--- src/core/dsic_consts.vh ---
`ifndef DSIC_CONSTS_VH
`define DSIC_CONSTS_VH

// Port number of the status/control register
`define DSIC_PORT_STATUS_CTRL 3'h6
// Field positions in the status/control register
`define DSIC_BIT_AUX_OUT 7
`define DSIC_BIT_SER_TX 6
`define DSIC_SEL_HI 5
`define DSIC_SEL_LO 3
`define DSIC_BIT_MASK_CONV 2
`define DSIC_BIT_MASK_TX 1
`define DSIC_BIT_MASK_RX 0
// Selector codes for the branch-test route
`define DSIC_SEL_CONV 3'h0
`define DSIC_SEL_TXCLK 3'h1
`define DSIC_SEL_RXCLK 3'h2
`define DSIC_SEL_SCAN 3'h3
`define DSIC_SEL_RXD 3'h4
// Reset value of the status/control register
`define DSIC_RESET_VALUE 8'h00
// Timing: chip clock and bit-rate figures
`define DSIC_CLK_HZ 40000000
`define DSIC_BAUD_HZ 2400
`define DSIC_BAUD_DIV (`DSIC_CLK_HZ / `DSIC_BAUD_HZ)
`define DSIC_CONV_DELAY_CLKS 17

`endif

--- src/core/dsic_rate_gen.v ---
`timescale 1ns/1ps
module dsic_rate_gen #(
    parameter DIV = 16666,
    parameter W = 15
) (
    input wire clk_i,  // Chip clock
    input wire rstn_i, // Sync reset, low
    input wire ce_i,   // Clock enable
    output reg tick_o  // One-cycle tick at bit rate
);
    reg [W-1:0] cnt_q;

    // Free-running divider; tick on wrap
    always @(posedge clk_i) begin
        if (!rstn_i) begin
            cnt_q <= {W{1'b0}};
            tick_o <= 1'b0;
        end else if (ce_i) begin
            if (cnt_q == DIV[W-1:0] - 1'b1) begin
                cnt_q <= {W{1'b0}};
                tick_o <= 1'b1;
            end else begin
                cnt_q <= cnt_q + 1'b1;
                tick_o <= 1'b0;
            end
        end
    end
endmodule

--- src/core/dsic_status_ctrl.v ---
// Operation
// - Processor writes 8-bit value to port 6; device latches it as status register.
// - Bit 7 drives the auxiliary output pin level.
// - Bits 5..3 select which status goes onto the branch-test pin.
// - Select 0 routes conversion flag, select 1 routes transmit-clock flag.
// - Select 2 receive-clock flag, 3 scan pin, 4 serial receive data.
// - Set mask bit clears the posted flag and holds it masked.
// - Mask bit 2 conversion, bit 1 transmit clock, bit 0 receive clock.
// - Three sources post flags sharing one processor interrupt line.
// - Interrupt asserts within 17 clocks after codec receive-done.
// - 2400 Hz bit-rate generator ticks feed transmit and receive clock flags.
// - Conversion delay counted from receive-done to interrupt output; no counter here, the flop pipeline gives a fixed 4 clocks.
`timescale 1ns/1ps
`include "dsic_consts.vh"
module dsic_status_ctrl #(
    parameter BAUD_DIV = `DSIC_BAUD_DIV
) (
    input wire clk_i,                   // Chip clock, 40 MHz
    input wire rstn_i,                  // Sync reset, active low
    input wire ce_i,                    // Clock enable, freezes all state
    input wire port_wr_i,               // Processor port write strobe
    input wire [2:0] port_addr_i,       // Port number of the write
    input wire [7:0] port_data_i,       // Write data
    input wire codec_receive_done_i,    // Codec receive-complete pin
    input wire scan_i,                  // Auxiliary scan input pin
    input wire rxd_i,                   // Serial receive data pin
    output reg aux_out_o,               // General purpose output pin
    output reg txd_o,                   // Serial transmit data
    output reg branch_test_input_o,     // To processor branch-test input
    output reg irq_o,                   // Processor interrupt request
    output reg [7:0] status_o           // Readback of the control register
);
    reg [7:0] program_status_control_q;
    reg [1:0] rcd_sync_q;
    reg [1:0] scan_sync_q;
    reg [1:0] rxd_sync_q;
    reg rcd_prev_q;
    wire rate_tick;
    wire rcd_rise;
    wire [2:0] sel;
    wire [2:0] mask;
    wire [2:0] flags;
    wire [2:0] events;
    genvar gi;

    // Selector decode, used for the branch-test mux
    function sel_route;
        input [2:0] s;
        input [2:0] f;
        input sc;
        input rd;
        begin
            case (s)
                `DSIC_SEL_CONV: sel_route = f[2];
                `DSIC_SEL_TXCLK: sel_route = f[1];
                `DSIC_SEL_RXCLK: sel_route = f[0];
                `DSIC_SEL_SCAN: sel_route = sc;
                `DSIC_SEL_RXD: sel_route = rd;
                default: sel_route = 1'b0;          // Unused codes read low
            endcase
        end
    endfunction

    // Bit-rate tick shared by transmit and receive clock sources
    dsic_rate_gen #(
        .DIV(BAUD_DIV),
        .W(15)
    ) u_rate (
        .clk_i(clk_i),
        .rstn_i(rstn_i),
        .ce_i(ce_i),
        .tick_o(rate_tick)
    );

    // Pins are asynchronous to the chip clock: two flops each
    always @(posedge clk_i) begin
        if (!rstn_i) begin
            rcd_sync_q <= 2'h0;
            scan_sync_q <= 2'h0;
            rxd_sync_q <= 2'h0;
            rcd_prev_q <= 1'b0;
        end else if (ce_i) begin
            rcd_sync_q <= {rcd_sync_q[0], codec_receive_done_i};
            scan_sync_q <= {scan_sync_q[0], scan_i};
            rxd_sync_q <= {rxd_sync_q[0], rxd_i};
            rcd_prev_q <= rcd_sync_q[1];
        end
    end

    // Rising edge of receive-done, taken after the synchroniser
    assign rcd_rise = rcd_sync_q[1] & ~rcd_prev_q;

    // Control register load on a write to port 6
    always @(posedge clk_i) begin
        if (!rstn_i) begin
            program_status_control_q <= `DSIC_RESET_VALUE;
        end else if (ce_i && port_wr_i && port_addr_i == `DSIC_PORT_STATUS_CTRL) begin
            program_status_control_q <= port_data_i;
        end
    end

    assign sel = program_status_control_q[`DSIC_SEL_HI:`DSIC_SEL_LO];
    assign mask = {program_status_control_q[`DSIC_BIT_MASK_CONV],
                   program_status_control_q[`DSIC_BIT_MASK_TX],
                   program_status_control_q[`DSIC_BIT_MASK_RX]};
    // Event per source, same bit order as the mask field
    // Transmit and receive share one tick, so both post together
    assign events = {rcd_rise, rate_tick, rate_tick};

    // Posted flags: a set mask clears and holds; events post when unmasked.
    // Mask held means the event is dropped, so acknowledge cannot race it.
    // One flop per source, so no vector has several drivers
    generate
        for (gi = 0; gi < 3; gi = gi + 1) begin : g_flag
            reg flag_bit_q;

            // Clear wins while the mask bit stays set
            always @(posedge clk_i) begin
                if (!rstn_i) begin
                    flag_bit_q <= 1'b0;
                end else if (ce_i) begin
                    if (mask[gi]) begin
                        flag_bit_q <= 1'b0;
                    end else if (events[gi]) begin
                        flag_bit_q <= 1'b1;
                    end
                end
            end

            // Flag bit onto the shared vector
            assign flags[gi] = flag_bit_q;
        end
    endgenerate

    // Registered outputs; interrupt is 4 clocks after the pin edge, well under 17
    always @(posedge clk_i) begin
        if (!rstn_i) begin
            aux_out_o <= 1'b0;
            txd_o <= 1'b0;
            branch_test_input_o <= 1'b0;
            irq_o <= 1'b0;
            status_o <= 8'h00;
        end else if (ce_i) begin
            aux_out_o <= program_status_control_q[`DSIC_BIT_AUX_OUT];
            txd_o <= program_status_control_q[`DSIC_BIT_SER_TX];
            branch_test_input_o <= sel_route(sel, flags, scan_sync_q[1],
                                             rxd_sync_q[1]);
            irq_o <= |(flags & ~mask);
            status_o <= program_status_control_q;
        end
    end
endmodule
--- config.mk ---
export PLATFORM = sky130hd
export DESIGN_NAME = dsic_status_ctrl
export DESIGN_NICKNAME = d
export VERILOG_FILES = /design/src/core/dsic_rate_gen.v /design/src/core/dsic_status_ctrl.v
export VERILOG_INCLUDE_DIRS = /design/src /design/src/core
export SDC_FILE = /design/constraint.sdc
export NUM_CORES = 1
export LEC_CHECK = 0
export ABC_AREA = 1
export ABC_CLOCK_PERIOD_IN_PS = 1430
export BUFFER_PORTS_ARGS = -buffer_cell sky130_fd_sc_hd__buf_4
export CORE_UTILIZATION = 55
export CTS_CLUSTER_SIZE = 24
export DETAILED_ROUTE_END_ITERATION = 6
export PLACE_DENSITY = 0.87
export SYNTH_ARGS = -nofsm -noshare
export SYNTH_HDL_FRONTEND = slang
export SYNTH_SLANG_ARGS = --single-unit
--- constraint.sdc ---
create_clock -name clk_i -period 1.43 [get_ports clk_i]
set_input_delay 0.286 -clock clk_i [delete_from_list [all_inputs] [get_ports clk_i]]
set_output_delay 0.286 -clock clk_i [all_outputs]
set_load 0.01 [all_outputs]
==> metrics <==
outcome=finished clean; Worst Reg2Reg Path Length in Cells=6; synthesized area per cell=7.34 um^2; final-layout setup total negative slack=0 ps; x dimension of the die=61.2 um; TritonCTS clock tree=done; Sinks on Clock Net=44; fraction of layout cells with a size suffix above 1=20.4%; port bufs=29; number of hold-repair buffers added at the cts stage=0; final setup violating endpoints=0; CTS root buffer=sky130_fd_sc_hd__clkbuf_4; buffers from clock root to sink, at most=2; instance count of the mapped netlist=263; Final Hold Fails=0; synthesized flop and latch total=44; diodes inserted=0; maximum fanout count along the critical path=6; number of antenna violations at the first check in global routing=0; most common cell type on the critical path=sky130_fd_sc_hd__nor2_1; synthesized cell area=1930 um^2; Initial DRC Count=86; top library cells by usage in the layout, fill and taps aside=sky130_fd_sc_hd__nand2_1 (47), sky130_fd_sc_hd__nor2_1 (47), sky130_fd_sc_hd__dfxtp_1 (42), sky130_fd_sc_hd__buf_4 (34), sky130_fd_sc_hd__a21oi_1 (26); total CTS buffers=5; largest net degree at the start of global routing=23; IR drop worst, VDD=0.824 mV; Row Count=21; critical path cell sequence=nand3_1, nor2_2, nand3_1, nor2_1, nor2_1, nor2_1; post-detailed-route via-to-cell ratio=5.06; core area=3340 um^2; global-route wire length before repair=6520 um; hold-critical path depth=3; number of slew-limit violations in the final report=0; final setup skew=7.75 ps; Design Area, Final=2270 um^2; final routed DRC violation total=0; worst stage delay on the critical path=460 ps; layout overhead on the synthesized area=17.4%; DRT antenna net count=0; worst min-delay path class=input port to register; final-stage net count=313; setup repair after global routing missed its margin=false; number of global-route vias before repair=1,618; aggregate global-route resource usage=24.4%; yosys synthesis warning count=0; Leakage=0.917 nW; area used by sequential logic in the layout=883 um^2; CTS clk-pin slew, worst paths=130 ps; type of destination of the critical path=register; Top-Level Pins=30; area of the multi-input gates=893 um^2; Critical-path top delay cell=sky130_fd_sc_hd__dfxtp_1; Tcrit/Tclk final=89.2%; final RePlAce weighted congestion=0.907; minimum period implied by the final worst setup slack=1280 ps; nets in the synthesized netlist=283; number of levels in the clock H-tree=2; overflow left after global routing=0; # fillers=302; Cell Pwr Density=991 nW/um^2; clock latency on the worst-skew pair=360 ps; worst rel slew slack=76.7%; post-place instance area=2180 um^2; proportion of synthesized chip area in sequential cells=45.6%; data arrival time of the critical path=1590 ps; average wire per standard cell=11.5 um; critical path launch point type=register; Max Clock Freq=784 MHz; start-to-end type of the worst setup path=register to register; drt pass-1 iters=4; DR vias=1,722; area of the die=3750 um^2; effective utilization at floorplan=57.9%; max-cap check violation count=0; Detailed Route WL=3900 um; DPL Wire Length=2830 um; actual transition at the worst max-transition pin=349 ps; count of distinct cell types in the synthesized netlist=29; critical path required time=1740 ps; vertical die dimension=61.2 um
-- worst paths after layout --
kind / from / endpoint / slack, ps
setup / recovery: u_rate.cnt_q[2]$_SDFFE_PN0P_ / u_rate.cnt_q[9]$_SDFFE_PN0P_ / 150
hold reg to reg: scan_sync_q[1]$_SDFFE_PN0P_ / scan_sync_q[1]$_SDFFE_PN0P_ / 470
hold / removal: rxd_i / rxd_sync_q[0]$_SDFFE_PN0P_ / 140
setup reg to reg: u_rate.cnt_q[2]$_SDFFE_PN0P_ / u_rate.cnt_q[9]$_SDFFE_PN0P_ / 150
-- report_power, final --
part	internal [W]	leakage, nW	switching, W	total, W
sequential	0.00126	0.359	0.0000225	0.00128
clock	0.000364	0.0412	0.000413	0.000777
combinational	0.0000877	0.518	0.0000985	0.000186
-- repair_timing --
item,CTS,global route
endpoints found under the setup margin,0,2
setup buffers,0,0
gates resized for setup,0,3
-- area by class of cell --
cell class / instances / share of cell area, %
Clock buffer: 5 / 1.66
Clock inverter: 3 / 1.88
Inverter: 26 / 4.30
Multi-Input combinational cell: 182 / 39.4
Sequential cell: 44 / 39.0
Tap cell: 46 / 2.54
Timing Repair Buffer: 34 / 11.3
-- state kept, by name, indices dropped and copies added, names as in the netlist, 2 cells and up --
signal	flops
program_status_control_q	8
rxd_sync_q	2
scan_sync_q	2
rcd_sync_q	2
g_flag.flag_bit_q	3
u_rate.cnt_q	15
status_o	7
-- routing by layer --
| metal | up-vias | global-route usage (%) | routed length (um) |
|---|---|---|---|
| li1 | 892 | - | - |
| met1 | 781 | 27.4 | 1650 |
| met2 | 40 | 42.2 | 2010 |
| met3 | 9 | 7.35 | 158 |
| met4 | 0 | 11.4 | 78 |
| met5 | - | 0 | 0 |
-- metrics by stage --
step / utilization [%] / hold slack (ps) / worst slack (ps) / power [W] / std cells
final: 67.9 / 141 / 155 / 0.00225 / 340
after global routing: 67.9 / 124 / 27.7 / 0.00235 / 340
after CTS: 67.7 / 125 / 70.6 / 0.00226 / 340
after detailed placement: 65.3 / 449 / 97.9 / 0.00150 / 332
after global placement: 65.3 / 439 / 134 / 0.00149 / 332
after floorplan: - / 421 / 221 / 0.00141 / 263
-- cell families (layout without fill, tap and decap cells) --
family	count (synthesis)	after routing	synth area share (%)
flops	44	44	45.6
compound gates	52	52	14.1
fa+ha+maj	2	2	1.30
buf+inv	37	68	8.36
xor+xnor	5	5	2.27
simple gates	123	123	28.3
-- cells in the mapped netlist --
library cell | count | area share, %
sky130_fd_sc_hd__a211oi_1 | 1 | 0.39
sky130_fd_sc_hd__a21oi_1 | 26 | 6.7
sky130_fd_sc_hd__a21oi_2 | 1 | 0.45
sky130_fd_sc_hd__a31oi_1 | 1 | 0.32
sky130_fd_sc_hd__and2_1 | 2 | 0.65
sky130_fd_sc_hd__buf_2 | 3 | 0.78
sky130_fd_sc_hd__buf_4 | 3 | 1.2
sky130_fd_sc_hd__buf_6 | 1 | 0.58
sky130_fd_sc_hd__clkbuf_1 | 4 | 0.78
sky130_fd_sc_hd__dfxtp_1 | 44 | 46
sky130_fd_sc_hd__ha_1 | 2 | 1.3
sky130_fd_sc_hd__inv_1 | 24 | 4.7
sky130_fd_sc_hd__inv_2 | 2 | 0.39
sky130_fd_sc_hd__nand2_1 | 47 | 9.1
sky130_fd_sc_hd__nand2_2 | 5 | 1.6
sky130_fd_sc_hd__nand3_1 | 7 | 1.8
sky130_fd_sc_hd__nand3_2 | 1 | 0.52
sky130_fd_sc_hd__nand3b_1 | 1 | 0.39
sky130_fd_sc_hd__nand4_1 | 3 | 0.97
sky130_fd_sc_hd__nor2_1 | 47 | 9.1
sky130_fd_sc_hd__nor2_2 | 2 | 0.65
sky130_fd_sc_hd__nor2_4 | 4 | 2.3
sky130_fd_sc_hd__nor3_1 | 3 | 0.78
sky130_fd_sc_hd__o211ai_1 | 2 | 0.78
sky130_fd_sc_hd__o21ai_0 | 19 | 4.9
sky130_fd_sc_hd__o21ai_1 | 2 | 0.52
sky130_fd_sc_hd__or2_1 | 1 | 0.32
sky130_fd_sc_hd__xnor2_1 | 3 | 1.4
sky130_fd_sc_hd__xor2_1 | 2 | 0.91
-- worst max-delay path, delay by kind of cell, from the launching register on --
| kind | cells | cell delay [ps] |
|---|---|---|
| DFF | 1 | 460 |
| and+or+nand+nor | 6 | 770 |
No activity file was read; power rests on OpenSTA's default activity.
